<file path="src/hdl/smbrg_pkg.sv">
// Purpose: Shared constants and types for the SMBus EEPROM and I/O expander register bank.
// Assumes: 32-bit register words at byte addresses; one clock domain.
// Notes:   Every offset and bit position used by the design lives here, with the EEPROM and expander register reset values.
package smbrg_pkg;

  // Register byte offsets.
  localparam logic [11:0] SMBRG_EE_OFS      = 12'h0B4;
  localparam logic [11:0] SMBRG_IOX_OFS     = 12'h0B8;
  localparam logic [11:0] SMBRG_IRQ_STS_OFS = 12'h0C0;
  localparam logic [11:0] SMBRG_IRQ_EN_OFS  = 12'h0C4;
  localparam logic [11:0] SMBRG_IRQ_CLR_OFS = 12'h0C8;

  // EEPROM access control fields.
  localparam int SMBRG_EE_ADDR_LSB = 0;
  localparam int SMBRG_EE_ADDR_W   = 16;
  localparam int SMBRG_EE_DATA_LSB = 16;
  localparam int SMBRG_EE_DATA_W   = 8;
  localparam int SMBRG_EE_BUSY_BIT = 24;
  localparam int SMBRG_EE_DONE_BIT = 25;
  localparam int SMBRG_EE_KIND_BIT = 26;

  // I/O expander control fields.
  localparam int SMBRG_IOX_B_LSB      = 0;
  localparam int SMBRG_IOX_C_LSB      = 8;
  localparam int SMBRG_IOX_PORT_W     = 8;
  localparam int SMBRG_IOX_RELOAD_BIT = 24;
  localparam int SMBRG_IOX_TM_BIT     = 25;
  localparam int SMBRG_IOX_DONE_BIT   = 31;

  // Interrupt status, enable and clear layout.
  localparam int SMBRG_IRQ_EE_BIT  = 0;
  localparam int SMBRG_IRQ_IOX_BIT = 1;
  localparam int SMBRG_IRQ_W       = 2;

  // Reset values and EEPROM access kind encodings.
  localparam logic [31:0] SMBRG_EE_RST  = 32'h0000_0000;
  localparam logic [31:0] SMBRG_IOX_RST = 32'h0000_0000;
  localparam logic        SMBRG_EE_KIND_WRITE = 1'h0;
  localparam logic        SMBRG_EE_KIND_READ  = 1'h1;

  typedef enum logic {SMBRG_EE_IDLE, SMBRG_EE_WAIT} smbrg_ee_state_t;
  typedef enum logic {SMBRG_IOX_IDLE, SMBRG_IOX_WAIT} smbrg_iox_state_t;

endpackage : smbrg_pkg

</file>
<file path="src/hdl/smbrg_ee_seq.sv">
// Purpose: Tracks one EEPROM operation from launch to completion.
// Assumes: The engine answers each request with exactly one done pulse.
// Notes:   Busy is decoded from state so that it falls on the edge the done flag rises.
`timescale 1ns/1ps
module smbrg_ee_seq
  import smbrg_pkg::*;
(
  // Clock and reset.
  input  wire logic       clk,
  input  wire logic       rst_n,
  // Control.
  input  wire logic       start,
  input  wire logic       eng_done,
  input  wire logic [7:0] eng_rdata,
  // Status.
  output logic            req,
  output logic            busy,
  output logic            done,
  output logic [7:0]      rdata
);

  smbrg_ee_state_t state_r;
  logic            req_r;
  logic [7:0]      rdata_r;

  always_ff @(posedge clk) begin
    if (!rst_n) begin
      state_r <= SMBRG_EE_IDLE;
      req_r   <= 1'b0;
    end else begin
      case (state_r)
        SMBRG_EE_IDLE: begin
          req_r <= start;
          if (start) begin
            state_r <= SMBRG_EE_WAIT;
          end
        end
        SMBRG_EE_WAIT: begin
          req_r <= 1'b0;
          if (eng_done) begin
            state_r <= SMBRG_EE_IDLE;
          end
        end
        default: begin
          state_r <= SMBRG_EE_IDLE;
          req_r   <= 1'b0;
        end
      endcase
    end
  end

  always_ff @(posedge clk) begin
    if (!rst_n) begin
      rdata_r <= 8'h00;
    end else if (state_r == SMBRG_EE_WAIT && eng_done) begin
      rdata_r <= eng_rdata;
    end
  end

  assign req   = req_r;
  assign busy  = (state_r == SMBRG_EE_WAIT);
  assign done  = (state_r == SMBRG_EE_WAIT) && eng_done;
  assign rdata = rdata_r;

endmodule : smbrg_ee_seq

</file>
<file path="src/hdl/smbrg_iox_seq.sv">
// Purpose: Launches expander transactions and queues one trigger that arrives mid-transaction.
// Assumes: The engine answers each request with exactly one done pulse.
// Notes:   Triggers during a transaction merge into a single follow-up transaction.
`timescale 1ns/1ps
module smbrg_iox_seq
  import smbrg_pkg::*;
(
  // Clock and reset.
  input  wire logic clk,
  input  wire logic rst_n,
  // Control.
  input  wire logic trig,
  input  wire logic eng_done,
  // Status.
  output logic      launch,
  output logic      req,
  output logic      done
);

  smbrg_iox_state_t state_r;
  logic             req_r;
  logic             pend_r;

  assign launch = (state_r == SMBRG_IOX_IDLE) && (trig || pend_r);
  assign done   = (state_r == SMBRG_IOX_WAIT) && eng_done;
  assign req    = req_r;

  always_ff @(posedge clk) begin
    if (!rst_n) begin
      state_r <= SMBRG_IOX_IDLE;
      req_r   <= 1'b0;
      pend_r  <= 1'b0;
    end else begin
      case (state_r)
        SMBRG_IOX_IDLE: begin
          req_r  <= launch;
          pend_r <= 1'b0;
          if (launch) begin
            state_r <= SMBRG_IOX_WAIT;
          end
        end
        SMBRG_IOX_WAIT: begin
          req_r  <= 1'b0;
          pend_r <= pend_r || trig;
          if (eng_done) begin
            state_r <= SMBRG_IOX_IDLE;
          end
        end
        default: begin
          state_r <= SMBRG_IOX_IDLE;
          req_r   <= 1'b0;
          pend_r  <= 1'b0;
        end
      endcase
    end
  end

endmodule : smbrg_iox_seq

</file>
<file path="src/hdl/smbrg_regs.sv">
// Purpose: Register bank for master SMBus EEPROM access and I/O expander hot-plug signals.
// Assumes: A separate SMBus engine carries out each request and pulses done when finished.
// Notes:   Read data are registered and stand only in the cycle after the read strobe.
`timescale 1ns/1ps

module smbrg_regs
  import smbrg_pkg::*;
#(
  parameter int         ADDR_W    = 12,
  parameter logic [7:0] IN_MASK_B = 8'h0F,
  parameter logic [7:0] IN_MASK_C = 8'h0F
) (
  // Clock and reset.
  input  wire logic              REF_CLK,
  input  wire logic              RST_N,
  // Register port.
  input  wire logic [ADDR_W-1:0] REG_ADDR,
  input  wire logic [31:0]       REG_WDATA,
  input  wire logic              REG_WR,
  input  wire logic              REG_RD,
  output logic      [31:0]       REG_RDATA,
  // Interrupt.
  output logic                   IRQ,
  // EEPROM engine.
  output logic                   EE_REQ,
  output logic                   EE_READ,
  output logic      [15:0]       EE_ADDR,
  output logic      [7:0]        EE_WDATA,
  input  wire logic              EE_DONE,
  input  wire logic [7:0]        EE_RDATA,
  // Expander engine.
  output logic                   IOX_REQ,
  output logic      [7:0]        IOX_OUT_B,
  output logic      [7:0]        IOX_OUT_C,
  input  wire logic              IOX_DONE,
  input  wire logic [7:0]        IOX_IN_B,
  input  wire logic [7:0]        IOX_IN_C,
  input  wire logic              IOX_ADDR_WR,
  // Core hot-plug outputs.
  input  wire logic [7:0]        HP_CORE_B,
  input  wire logic [7:0]        HP_CORE_C
);

  if (ADDR_W < 8 || ADDR_W > 12) begin : g_addr_check
    $error("ADDR_W must lie between 8 and 12 to reach every register offset.");
  end

  logic [11:0] addr_full;
  logic        wr_ee;
  logic        wr_iox;
  logic        wr_ien;
  logic        wr_iclr;

  logic [15:0] ee_addr_r;
  logic [7:0]  ee_data_r;
  logic        ee_kind_r;
  logic        ee_done_r;
  logic        ee_busy;
  logic        ee_done_p;
  logic        ee_start;
  logic [7:0]  ee_fetched;

  logic        tm_r;
  logic [15:0] sw_hp_r;
  logic [15:0] out_hp_r;
  logic [15:0] in_hp_r;
  logic [15:0] drv_hp;
  logic [15:0] rd_hp;
  logic [15:0] in_mask;
  logic        iox_trig;
  logic        iox_trig_r;
  logic        iox_launch;
  logic        iox_done_p;
  logic        iox_done_r;

  logic [SMBRG_IRQ_W-1:0] irq_sts_r;
  logic [SMBRG_IRQ_W-1:0] irq_en_r;
  logic [SMBRG_IRQ_W-1:0] irq_evt;

  logic [31:0] ee_word;
  logic [31:0] iox_word;
  logic [31:0] rdata_r;

  // Address decode.
  assign addr_full = 12'(REG_ADDR);
  assign wr_ee     = REG_WR && (addr_full == SMBRG_EE_OFS);
  assign wr_iox    = REG_WR && (addr_full == SMBRG_IOX_OFS);
  assign wr_ien    = REG_WR && (addr_full == SMBRG_IRQ_EN_OFS);
  assign wr_iclr   = REG_WR && (addr_full == SMBRG_IRQ_CLR_OFS);

  // A write during an operation only clears done; the launch fields stay put.
  assign ee_start = wr_ee && !ee_busy;

  smbrg_ee_seq u_ee_seq (
    .clk       (REF_CLK),
    .rst_n     (RST_N),
    .start     (ee_start),
    .eng_done  (EE_DONE),
    .eng_rdata (EE_RDATA),
    .req       (EE_REQ),
    .busy      (ee_busy),
    .done      (ee_done_p),
    .rdata     (ee_fetched)
  );

  // EEPROM launch fields.
  always_ff @(posedge REF_CLK) begin
    if (!RST_N) begin
      ee_addr_r <= SMBRG_EE_RST[SMBRG_EE_ADDR_LSB +: SMBRG_EE_ADDR_W];
      ee_kind_r <= SMBRG_EE_RST[SMBRG_EE_KIND_BIT];
    end else if (ee_start) begin
      ee_addr_r <= REG_WDATA[SMBRG_EE_ADDR_LSB +: SMBRG_EE_ADDR_W];
      ee_kind_r <= REG_WDATA[SMBRG_EE_KIND_BIT];
    end
  end

  // Data byte: written value for a write, fetched byte once a read completes.
  always_ff @(posedge REF_CLK) begin
    if (!RST_N) begin
      ee_data_r <= SMBRG_EE_RST[SMBRG_EE_DATA_LSB +: SMBRG_EE_DATA_W];
    end else if (ee_start) begin
      ee_data_r <= REG_WDATA[SMBRG_EE_DATA_LSB +: SMBRG_EE_DATA_W];
    end else if (ee_done_p && ee_kind_r == SMBRG_EE_KIND_READ) begin
      ee_data_r <= EE_RDATA;
    end
  end

  // Done flag; a completion in the clearing cycle wins.
  always_ff @(posedge REF_CLK) begin
    if (!RST_N) begin
      ee_done_r <= SMBRG_EE_RST[SMBRG_EE_DONE_BIT];
    end else if (ee_done_p) begin
      ee_done_r <= 1'b1;
    end else if (ee_start) begin
      ee_done_r <= 1'b0;
    end else if (wr_ee && REG_WDATA[SMBRG_EE_DONE_BIT]) begin
      ee_done_r <= 1'b0;
    end
  end

  assign EE_READ  = ee_kind_r;
  assign EE_ADDR  = ee_addr_r;
  assign EE_WDATA = ee_data_r;

  // Expander test mode.
  always_ff @(posedge REF_CLK) begin
    if (!RST_N) begin
      tm_r <= SMBRG_IOX_RST[SMBRG_IOX_TM_BIT];
    end else if (wr_iox) begin
      tm_r <= REG_WDATA[SMBRG_IOX_TM_BIT];
    end
  end

  // Software hot-plug values are taken only while test mode is already set.
  always_ff @(posedge REF_CLK) begin
    if (!RST_N) begin
      sw_hp_r <= SMBRG_IOX_RST[SMBRG_IOX_C_LSB + SMBRG_IOX_PORT_W - 1:SMBRG_IOX_B_LSB];
    end else if (wr_iox && tm_r) begin
      sw_hp_r <= REG_WDATA[SMBRG_IOX_C_LSB + SMBRG_IOX_PORT_W - 1:SMBRG_IOX_B_LSB];
    end
  end

  assign in_mask = {IN_MASK_C, IN_MASK_B};
  assign drv_hp  = tm_r ? sw_hp_r : {HP_CORE_C, HP_CORE_B};

  // Launch causes; delayed one cycle so a test-mode write is in sw_hp_r first.
  assign iox_trig = (wr_iox && REG_WDATA[SMBRG_IOX_RELOAD_BIT])
                 || (wr_iox && tm_r)
                 || IOX_ADDR_WR;

  always_ff @(posedge REF_CLK) begin
    if (!RST_N) begin
      iox_trig_r <= 1'b0;
    end else begin
      iox_trig_r <= iox_trig;
    end
  end

  smbrg_iox_seq u_iox_seq (
    .clk      (REF_CLK),
    .rst_n    (RST_N),
    .trig     (iox_trig_r),
    .eng_done (IOX_DONE),
    .launch   (iox_launch),
    .req      (IOX_REQ),
    .done     (iox_done_p)
  );

  // Output values are frozen for the length of each transaction.
  always_ff @(posedge REF_CLK) begin
    if (!RST_N) begin
      out_hp_r <= SMBRG_IOX_RST[SMBRG_IOX_C_LSB + SMBRG_IOX_PORT_W - 1:SMBRG_IOX_B_LSB];
    end else if (iox_launch) begin
      out_hp_r <= drv_hp;
    end
  end

  // Input values are refreshed when the transaction completes.
  always_ff @(posedge REF_CLK) begin
    if (!RST_N) begin
      in_hp_r <= SMBRG_IOX_RST[SMBRG_IOX_C_LSB + SMBRG_IOX_PORT_W - 1:SMBRG_IOX_B_LSB];
    end else if (iox_done_p) begin
      in_hp_r <= {IOX_IN_C, IOX_IN_B};
    end
  end

  assign IOX_OUT_B = out_hp_r[SMBRG_IOX_B_LSB +: SMBRG_IOX_PORT_W];
  assign IOX_OUT_C = out_hp_r[SMBRG_IOX_C_LSB +: SMBRG_IOX_PORT_W];

  // Readback per bit: inputs never take software values.
  for (genvar i = 0; i < 16; i++) begin : g_hp_rd
    assign rd_hp[i] = in_mask[i] ? in_hp_r[i] : out_hp_r[i];
  end

  always_ff @(posedge REF_CLK) begin
    if (!RST_N) begin
      iox_done_r <= SMBRG_IOX_RST[SMBRG_IOX_DONE_BIT];
    end else if (iox_done_p) begin
      iox_done_r <= 1'b1;
    end else if (wr_iox && REG_WDATA[SMBRG_IOX_DONE_BIT]) begin
      iox_done_r <= 1'b0;
    end
  end

  // Interrupts: sticky status, enable, write-one clear; a new event wins.
  assign irq_evt[SMBRG_IRQ_EE_BIT]  = ee_done_p;
  assign irq_evt[SMBRG_IRQ_IOX_BIT] = iox_done_p;

  always_ff @(posedge REF_CLK) begin
    if (!RST_N) begin
      irq_sts_r <= '0;
    end else if (wr_iclr) begin
      irq_sts_r <= (irq_sts_r & ~REG_WDATA[SMBRG_IRQ_W-1:0]) | irq_evt;
    end else begin
      irq_sts_r <= irq_sts_r | irq_evt;
    end
  end

  always_ff @(posedge REF_CLK) begin
    if (!RST_N) begin
      irq_en_r <= '0;
    end else if (wr_ien) begin
      irq_en_r <= REG_WDATA[SMBRG_IRQ_W-1:0];
    end
  end

  assign IRQ = |(irq_sts_r & irq_en_r);

  // Read words; reserved bits and the reload bit are constant zero.
  always_comb begin
    ee_word = 32'h0000_0000;
    ee_word[SMBRG_EE_ADDR_LSB +: SMBRG_EE_ADDR_W] = ee_addr_r;
    ee_word[SMBRG_EE_DATA_LSB +: SMBRG_EE_DATA_W] = ee_data_r;
    ee_word[SMBRG_EE_BUSY_BIT] = ee_busy;
    ee_word[SMBRG_EE_DONE_BIT] = ee_done_r;
    ee_word[SMBRG_EE_KIND_BIT] = ee_kind_r;
  end

  always_comb begin
    iox_word = 32'h0000_0000;
    iox_word[SMBRG_IOX_C_LSB + SMBRG_IOX_PORT_W - 1:SMBRG_IOX_B_LSB] = rd_hp;
    iox_word[SMBRG_IOX_TM_BIT]   = tm_r;
    iox_word[SMBRG_IOX_DONE_BIT] = iox_done_r;
  end

  // Read data stand for one cycle only; unmapped offsets read zero.
  always_ff @(posedge REF_CLK) begin
    if (!RST_N) begin
      rdata_r <= 32'h0000_0000;
    end else if (!REG_RD) begin
      rdata_r <= 32'h0000_0000;
    end else if (addr_full == SMBRG_EE_OFS) begin
      rdata_r <= ee_word;
    end else if (addr_full == SMBRG_IOX_OFS) begin
      rdata_r <= iox_word;
    end else if (addr_full == SMBRG_IRQ_STS_OFS) begin
      rdata_r <= {{(32 - SMBRG_IRQ_W){1'b0}}, irq_sts_r};
    end else if (addr_full == SMBRG_IRQ_EN_OFS) begin
      rdata_r <= {{(32 - SMBRG_IRQ_W){1'b0}}, irq_en_r};
    end else begin
      rdata_r <= 32'h0000_0000;
    end
  end

  assign REG_RDATA = rdata_r;

endmodule : smbrg_regs

</file>
<file path="config.mk">
export PLATFORM = sky130hd
export DESIGN_NAME = smbrg_regs
export DESIGN_NICKNAME = d
export VERILOG_FILES = /design/src/hdl/smbrg_pkg.sv /design/src/hdl/smbrg_ee_seq.sv /design/src/hdl/smbrg_iox_seq.sv /design/src/hdl/smbrg_regs.sv
export SDC_FILE = /design/constraint.sdc
export NUM_CORES = 1
export LEC_CHECK = 0
export BUFFER_PORTS_ARGS = -buffer_cell sky130_fd_sc_hd__buf_2
export CAP_MARGIN = 5
export CORE_MARGIN = 2
export CORE_UTILIZATION = 40
export DETAILED_ROUTE_END_ITERATION = 7
export PLACE_DENSITY_LB_ADDON = 0.2
export SYNTH_ARGS = -nofsm -noshare
export SYNTH_HDL_FRONTEND = slang
export SYNTH_SLANG_ARGS = --single-unit
export TNS_END_PERCENT = 5
</file>
<file path="constraint.sdc">
create_clock -name REF_CLK -period 1.4 [get_ports REF_CLK]
set_input_delay 0.14 -clock REF_CLK [delete_from_list [all_inputs] [get_ports REF_CLK]]
set_output_delay 0.14 -clock REF_CLK [all_outputs]
set_load 0.01 [all_outputs]
</file>
==> results of run 1 <==
## power groups by stage
| stage | Combinational [mW] | Clock, mW | Sequential [mW] |
|---|---|---|---|
| global placement | 0.387 | 0 | 3.16 |
| detailed placement | 0.394 | 0 | 3.16 |
| finish | 0.429 | 1.81 | 3.09 |
| CTS | 0.427 | 1.87 | 3.09 |
| global route | 0.470 | 1.97 | 3.09 |
| floorplan | 0.157 | 0 | 3.17 |
## final cells by class
type | count | area (um2)
Fill cell | 903 | 4300
Clock buffer | 9 | 124
Timing Repair Buffer | 195 | 1210
Multi-Input combinational cell | 264 | 1780
Tap cell | 133 | 166
Inverter | 2 | 7.51
Clock inverter | 7 | 60.1
Sequential cell | 106 | 2130
## sequential cells by signal, indices dropped and copies added, names as in the netlist, 2 cells and up
register   count
irq_en_r       2
REG_RDATA     28
EE_ADDR       16
sw_hp_r       16
out_hp_r      16
EE_WDATA       8
in_hp_r        8
irq_sts_r      2
## repair_timing
action	in CTS	in global routing
pin swaps	2	2
cloned	1	0
buffers inserted	1	0
endpoints found under the hold margin	14	0
setup endpoints to repair	25	25
hold buffers	14	0
resized for setup	5	11
## cells in the final DEF, fill, tap and decap left out, types with 2 or more instances in the layout
cell and n:
a211oi_1 22, a211oi_2 3, a21oi_1 10, a22o_1 16, a311oi_1 2, a31oi_1 2
and2_1 13, buf_12 6, buf_2 150, buf_4 22, buf_6 3, clkbuf_8 9
clkinvlp_4 2, conb_1 4, dfxtp_1 105, dlygate4sd3_1 14, inv_6 2, inv_8 2
mux2i_1 61, nand2_1 27, nand2b_1 4, nand3_1 3, nor2_1 67, nor2_2 3
nor3_1 4, o21ai_0 4, or3_1 3
## routing by layer
metal | part of all wire [%] | up-vias | GRT usage [%]
li1 | - | 1741 | -
met1 | 47 | 1617 | 25.5
met2 | 47 | 104 | 33.6
met3 | 5.5 | 12 | 4.64
met4 | 1.0 | 0 | 5.60
met5 | 0 | - | 0
## per-stage QoR
step	instance area [um2]	total power [mW]	hold WS [ps]	setup slack, ps
after global routing	5470	5.54	18.1	-112
final	5470	5.32	21.9	-83.5
after detailed placement	5080	3.55	332	-245
after floorplan	4030	3.33	241	-36.3
after global placement	5080	3.54	326	-218
after CTS	5430	5.38	2.49	-19.5
## critical path, stage by stage (launching register included)
cell	delay [ps]
dfxtp_4	380
nor4bb_2	260
nand4_1	160
buf_6	180
buf_6	150
mux2i_2	170
nor2_1	60
## kinds of logic after synthesis
group	Yosys count	synth area share, %
AOI/OAI and AO/OA	61	11.1
buffers and inverters	29	3.95
DFF	106	52.8
muxes	62	15.4
other	1	0.0933
and+or+nand+nor	137	16.6
## path summary, 6_finish.rpt
check	from	end	slack [ps]	depth (start not counted)
max	u_ee_seq.busy	EE_ADDR[4]	-80	6
min	REG_WDATA[2]	sw_hp_r[2]	20	3
max reg2reg	u_ee_seq.busy	EE_ADDR[4]	-80	6
min reg2reg	iox_done_r	REG_RDATA[31]	460	1
==> results.yml, run 1 <==
outcome:
  outcome: "complete, but fails checks"
  failing_checks: "setup timing"
floorplanning:
  std_cell_rows: 36
  floorplan.io_pins: 167
  die_height_um: 104
  floorplan.core_area_um2: 9770
  die_w_um: 104
  initial_utilization_pct: 41.1
  floorplan.die_area_um2: 10900
clock_tree:
  clkLatencyLatePin_ps: 370
  cts_buffers: 9
  cts_tree: "yes"
  clk_path_buf_depth: 2
  cts.sink_count: 106
  ctsRootBufferMaster: "clkbuf_8"
  cts.clk_slew.worst_paths_ps: 110
  cts.htree.levels: 3
timing:
  worst_clock_skew_ps: 11.2
  fin_setup_tns_ps: -965
  grt_setup_unrepaired: "true"
  timing_max_transition_violations_final: 0
  timing.final.hold_violations: 0
  max_freq_mhz: 674
  min_period_over_period_pct: 106
  endpoints_failing_setup: 22
  final.min_clock_period_ps: 1480
  least_setup_slack_across_all_paths_after_layout_ps: -83.5
final_layout:
  drive_above_1_share_pct: 36.5
  flow.area_growth_from_synthesis_pct: 36.3
  stdcell_count: 716
  postLayoutCoreUtil_pct: 56.0
  antenna-diode-count: 0
  finalNetCount: 669
power:
  power_switching_share_pct: 25.8
  p_per_area_nw_per_um2: 972
  seqPwrFrac_pct: 58.0
  peakVddDrop_mv: 0.608
  p_int_mw: 3.95
  switchingPower_mw: 1.37
  combinational_share_of_power_pct: 8.1
  power.share.clock_pct: 33.9
  power.leakage_nw: 2.72
synthesis:
  synth_seq_cells: 106
  synth_largest_area_cell: "dfxtp_1"
  synth.yosys.seq_area_share_pct: 52.8
  synth_area_um2: 4020
  yosys-top-cells-area: "dfxtp_1 (53%), mux2i_1 (15%), nor2_1 (6.5%)"
  top_count_cell_post_synth: "dfxtp_1"
  synth_common_cells: "dfxtp_1 (106), nor2_1 (70), mux2i_1 (62)"
  yosys.cell_types.count: 38
  synth_enable_flop_cells: 0
  yosysWarningCount: 0
  netlist_instances: 396
  synth-main-ff-cell: "dfxtp_1"
  post-synth-top-area-fraction_pct: 52.8
  avgSynthCellArea_um2: 10.1
  share_of_synthesized_flip_flops_with_an_asynchronous_set_or_reset_pct: 0
detailed_routing:
  vias_per_cell: 4.85
  drc: 0
  antenna_violating_nets_post_route: 0
  routedWlPerCell_um: 15.0
  route.final.wire_length_mm: 10.7
  dr_total_vias: 3474
  drt_iter0_drc: 80
  detailed_router_iteration_count_before_antenna_repair: 4
global_route:
  first_pass_grt_wire_length_mm: 17.4
  grt_remaining_overflow: 0
  grt_pass1_vias: 3500
  grt_max_degree: 60
  grt.total_usage_pct: 19.9
  antenna_found_initial: 0
setup_path:
  cp-start-kind: "flip-flop"
  crit_fanout: 7
  crit_path_end_kind: "flip-flop"
  critPathRequiredTime_ps: 1660
  crit_arrival_ps: 1740
  worst-setup-path-type: "flip-flop to flip-flop"
place:
  place.detailed.hpwl_mm: 7.58
  globalplace.congestion: 0.805
  placed_cells: 684
  place.port_buffers: 150
flow_run:
  max-cap-violations: 0
worst_hold_path:
  hold_path.class: "input pin to flip-flop"
No activity file was read; power rests on OpenSTA's default activity.
==> run 2: changes to the inputs <==
HOLD_SLACK_MARGIN = 0.06   (was unset)
clock period = 1.2 ns   (was 1.4 ns; I/O delays follow)
==> results.yml, run 2 (synthesized netlist as in run 1, its figures left out) <==
place:
  placed_cells: 691
  globalplace.congestion: 0.790
  place_ws_ps: -415
  place.detailed.hpwl_mm: 7.78
  place.port_buffers: 150
clock_tree:
  cts_tree: "yes"
  ctsRootBufferMaster: "clkbuf_8"
  cts.htree.levels: 3
  cts.clk_slew.worst_paths_ps: 100
  cts_buffers: 9
  clk_path_buf_depth: 2
  clkLatencyLatePin_ps: 370
  cts.sink_count: 106
setup_path:
  crit_fanout: 8
  worst-setup-path-type: "flip-flop to flip-flop"
  worst_r2r_startpoint: "u_ee_seq.busy"
  crit_arrival_ps: 1700
  r2r-end: "EE_ADDR[13]"
  critPathRequiredTime_ps: 1460
  cp-start-kind: "flip-flop"
  setup_slack_of_the_worst_register_to_register_path_ps: -250
  worst-r2r-cell-count: 6
  crit_path_end_kind: "flip-flop"
timing:
  least_setup_slack_across_all_paths_after_layout_ps: -246
  max_freq_mhz: 692
  endpoints_failing_setup: 27
  worst_clock_skew_ps: 11.7
  min_period_over_period_pct: 120
  timing.final.hold_violations: 0
  timing_max_transition_violations_final: 0
  grt_setup_unrepaired: "true"
  final.min_clock_period_ps: 1450
final_layout:
  antenna-diode-count: 0
  flow.area_growth_from_synthesis_pct: 44.2
  layout.cells.most_common_list: "buf_2 (150), dfxtp_1 (102), nor2_1 (67), mux2i_1 (61), dlygate4sd3_1 (38)"
  max_reg_flops: 28
  drive_above_1_share_pct: 36.7
  final.fill_count: 877
  multiInputGateArea_um2: 1790
  layout.cells.most_common: "buf_2"
  stdcell_count: 748
  finalNetCount: 701
  postLayoutCoreUtil_pct: 59.3
  sequential_cell_area_um2: 2130
worst_hold_path:
  min_delay_worst_endpoint: "iox_trig_r"
  hold_path.class: "input pin to flip-flop"
  worstHoldStart: "REG_WDATA[24]"
  hold_path_depth: 4
global_route:
  grt_max_degree: 42
  antenna_found_initial: 0
  grt.total_usage_pct: 20.6
  grt_pass1_vias: 3723
  first_pass_grt_wire_length_mm: 18.0
  grt_remaining_overflow: 0
floorplanning:
  floorplan.io_pins: 167
  die_w_um: 104
  die_height_um: 104
  floorplan.core_area_um2: 9770
  floorplan.die_area_um2: 10900
  initial_utilization_pct: 41.1
  std_cell_rows: 36
flow_run:
  max-cap-violations: 0
detailed_routing:
  drc: 0
  antenna_violating_nets_post_route: 0
  dr_total_vias: 3632
  vias_per_cell: 4.86
  drt_iter0_drc: 121
  detailed_router_iteration_count_before_antenna_repair: 4
  routedWlPerCell_um: 14.9
  route.final.wire_length_mm: 11.1
outcome:
  failing_checks: "setup timing"
  outcome: "complete, but fails checks"
power:
  power.leakage_nw: 2.86
  p_per_area_nw_per_um2: 1080
  peakVddDrop_mv: 0.607
[run 2: stage by stage]
step	instance area (um2)	total power [mW]	setup TNS, ps	hold WS, ps
floorplan	4030	3.88	-9960	221
global placement	5140	4.15	-21980	307
detailed placement	5140	4.17	-23350	308
CTS	5760	6.28	-4810	61.5
global route	5790	6.48	-8240	69.2
finish	5790	6.24	-5130	76.4
[run 2: worst max-delay path by stage]
| stage | endpoint | slack, ps | startpoint | cells after the start |
|---|---|---|---|---|
| 6_report | EE_ADDR[13] | -250 | u_ee_seq.busy | 6 |
| 5_1_grt | EE_ADDR[14] | -330 | u_ee_seq.busy | 6 |
| 4_1_cts | EE_ADDR[13] | -230 | u_ee_seq.busy | 6 |
| 3_5_place_dp | REG_RDATA[4] | -420 | REG_ADDR[0] | 6 |
| 3_3_place_gp | REG_RDATA[5] | -390 | REG_ADDR[0] | 6 |
| 2_1_floorplan | REG_RDATA[6] | -220 | REG_ADDR[0] | 6 |
[run 2: routing by layer]
metal	up-vias	share of wire, %	global-route usage, %	routed length [um]
met2	113	48	35.4	5310
met4	0	0.96	6.37	107
li1	1807	-	-	-
met5	-	0	0	0
met1	1703	46	25.0	5090
met3	9	5.6	5.58	620
[run 2: repair_timing]
item / CTS / global route
cloned: 1 / 0
pin swaps: 3 / 4
gates resized for setup: 10 / 14
hold buffers: 38 / 0
endpoints found under the setup margin: 62 / 58
endpoints found under the hold margin: 58 / 0
setup buffers: 3 / 0
[run 2: area by class of cell]
cell class | count | share of cell area, %
sequential | 106 | 36.7
multi-input combinational | 264 | 30.9
timing repair buffer | 227 | 26.3
tap | 133 | 2.87
clock buffer | 10 | 2.20
clock inverter | 6 | 0.886
inverter | 2 | 0.130
[run 2: report_power, final]
group	leakage [nW]	switching, mW	internal, mW
combinational	1.91	0.269	0.314
clock	0.0927	1.26	0.786
sequential	0.859	0.0346	3.57
[run 2: critical path, cell delays in order, from the launching register on]
cell      delay, ps
dfxtp_2         350
nor4bb_2        270
nand4_1         180
buf_6           180
buf_12          140
mux2i_1         160
nor2_1           60
==> run 3: changes to the inputs <==
CORE_UTILIZATION = 30   (was 40)
CTS_CLUSTER_SIZE = 8   (was unset)
==> results.yml, run 3 (synthesized netlist as in run 1, its figures left out) <==
worst_hold_path:
  hold_path.class: "input pin to flip-flop"
  hold_path_depth: 3
detailed_routing:
  vias_per_cell: 4.60
  drt_iter0_drc: 119
  detailed_router_iteration_count_before_antenna_repair: 4
  antenna_violating_nets_post_route: 0
  routedWlPerCell_um: 14.9
  route.final.wire_length_mm: 11.8
  dr_total_vias: 3621
  drc: 0
power:
  peakVddDrop_mv: 0.837
  power.leakage_nw: 2.96
  p_per_area_nw_per_um2: 1200
global_route:
  grt_remaining_overflow: 0
  grt_max_degree: 48
  first_pass_grt_wire_length_mm: 18.4
  antenna_found_initial: 0
  grt.total_usage_pct: 16.6
  grt_pass1_vias: 3573
timing:
  final.min_clock_period_ps: 1430
  max_freq_mhz: 699
  least_setup_slack_across_all_paths_after_layout_ps: -231
  timing_max_transition_violations_final: 0
  worst_clock_skew_ps: 4.82
  grt_setup_unrepaired: "true"
  timing.final.hold_violations: 0
  fin_setup_tns_ps: -4840
  min_period_over_period_pct: 119
  endpoints_failing_setup: 27
floorplanning:
  die_height_um: 120
  std_cell_rows: 42
  initial_utilization_pct: 30.6
  die_w_um: 120
  floorplan.core_area_um2: 13100
  floorplan.io_pins: 167
  floorplan.die_area_um2: 14300
final_layout:
  layout.cells.most_common_list: "buf_2 (149), dfxtp_1 (103), nor2_1 (68), mux2i_1 (62), dlygate4sd3_1 (36)"
  antenna-diode-count: 0
  drive_above_1_share_pct: 35.6
  finalNetCount: 699
  layout.cells.most_common: "buf_2"
  flow.area_growth_from_synthesis_pct: 49.0
  max_reg_flops: 28
  stdcell_count: 788
clock_tree:
  cts_tree: "yes"
  clk_path_buf_depth: 2
  cts_buffers: 9
  cts.htree.levels: 3
  cts.sink_count: 106
  ctsRootBufferMaster: "clkbuf_16"
  clkLatencyLatePin_ps: 340
  cts.clk_slew.worst_paths_ps: 60
place:
  place.port_buffers: 150
  globalplace.congestion: 0.840
  placed_cells: 735
  place.detailed.hpwl_mm: 8.27
flow_run:
  max-cap-violations: 0
setup_path:
  crit_arrival_ps: 1670
  worst-setup-path-type: "flip-flop to flip-flop"
  critPathRequiredTime_ps: 1440
  worst-r2r-cell-count: 5
  crit_fanout: 14
  crit_path_end_kind: "flip-flop"
  cp-start-kind: "flip-flop"
outcome:
  failing_checks: "setup timing"
  outcome: "complete, but fails checks"
## run 3: cell types whose count changed in the layout (fill, tap and decap cells not counted), sizes merged
cell	previous run	this run
inv	4	2
dlygate4sd3	38	36
bufinv	0	1
clkbuf	10	14
clkinv	4	1
buf	189	188
## run 3: what timing repair did
item                                    CTS  global route
endpoints found under the setup margin   70            78
pin swaps                                 2             7
cloned                                    0             1
buffers inserted                          0             1
hold buffers                             36             0
resized for setup                         3            16
endpoints found under the hold margin    51             0
## run 3: final timing paths
kind / from / end / slack (ps)
worst max-delay path: u_ee_seq.busy / EE_WDATA[4] / -230
worst min-delay path: REG_WDATA[16] / EE_WDATA[0] / 80
worst max register to register: u_ee_seq.busy / EE_WDATA[4] / -230
worst min register to register: in_hp_r[8] / in_hp_r[8] / 460
## run 3: final cells by class
cell class / count / area, um2
Clock buffer: 13 / 270
Clock inverter: 2 / 35.0
Fill cell: 1302 / 7150
Inverter: 2 / 7.51
Multi-Input combinational cell: 264 / 1780
Sequential cell: 106 / 2130
Tap cell: 176 / 220
Timing Repair Buffer: 225 / 1550
## run 3: layer usage
layer / vias to the layer above / routed length [um] / GRT usage (%)
met1: 1693 / 5330 / 20.5
met5: - / 0 / 0
met4: 0 / 240 / 6.03
li1: 1804 / - / -
met3: 16 / 602 / 4.42
met2: 108 / 5580 / 27.6
## run 3: report_power, final
part,internal (mW),leakage (nW),switching (mW),total [mW]
sequential,3.57,0.858,0.0343,3.61
combinational,0.312,1.95,0.274,0.587
clock,1.77,0.152,1.22,2.99
## run 3: critical path, cell delays in order, from the launching register on
cell	delay (ps)
dfxtp_2	320
nor4bb_1	280
nand4_1	160
buf_6	180
buf_12	150
a211oi_1	250
## run 3: per-stage QoR
| stage | power [mW] | instance area [um2] | hold slack [ps] | utilization (%) | setup slack (ps) |
|---|---|---|---|---|---|
| after floorplan | 3.88 | 4030 | 221 | - | -216 |
| after global placement | 4.16 | 5220 | 309 | 39.7 | -425 |
| after detailed placement | 4.18 | 5220 | 314 | 39.7 | -436 |
| after CTS | 7.30 | 5890 | 66.3 | 44.8 | -159 |
| after global routing | 7.50 | 5990 | 96.0 | 45.6 | -286 |
| final | 7.18 | 5990 | 82.4 | 45.6 | -231 |
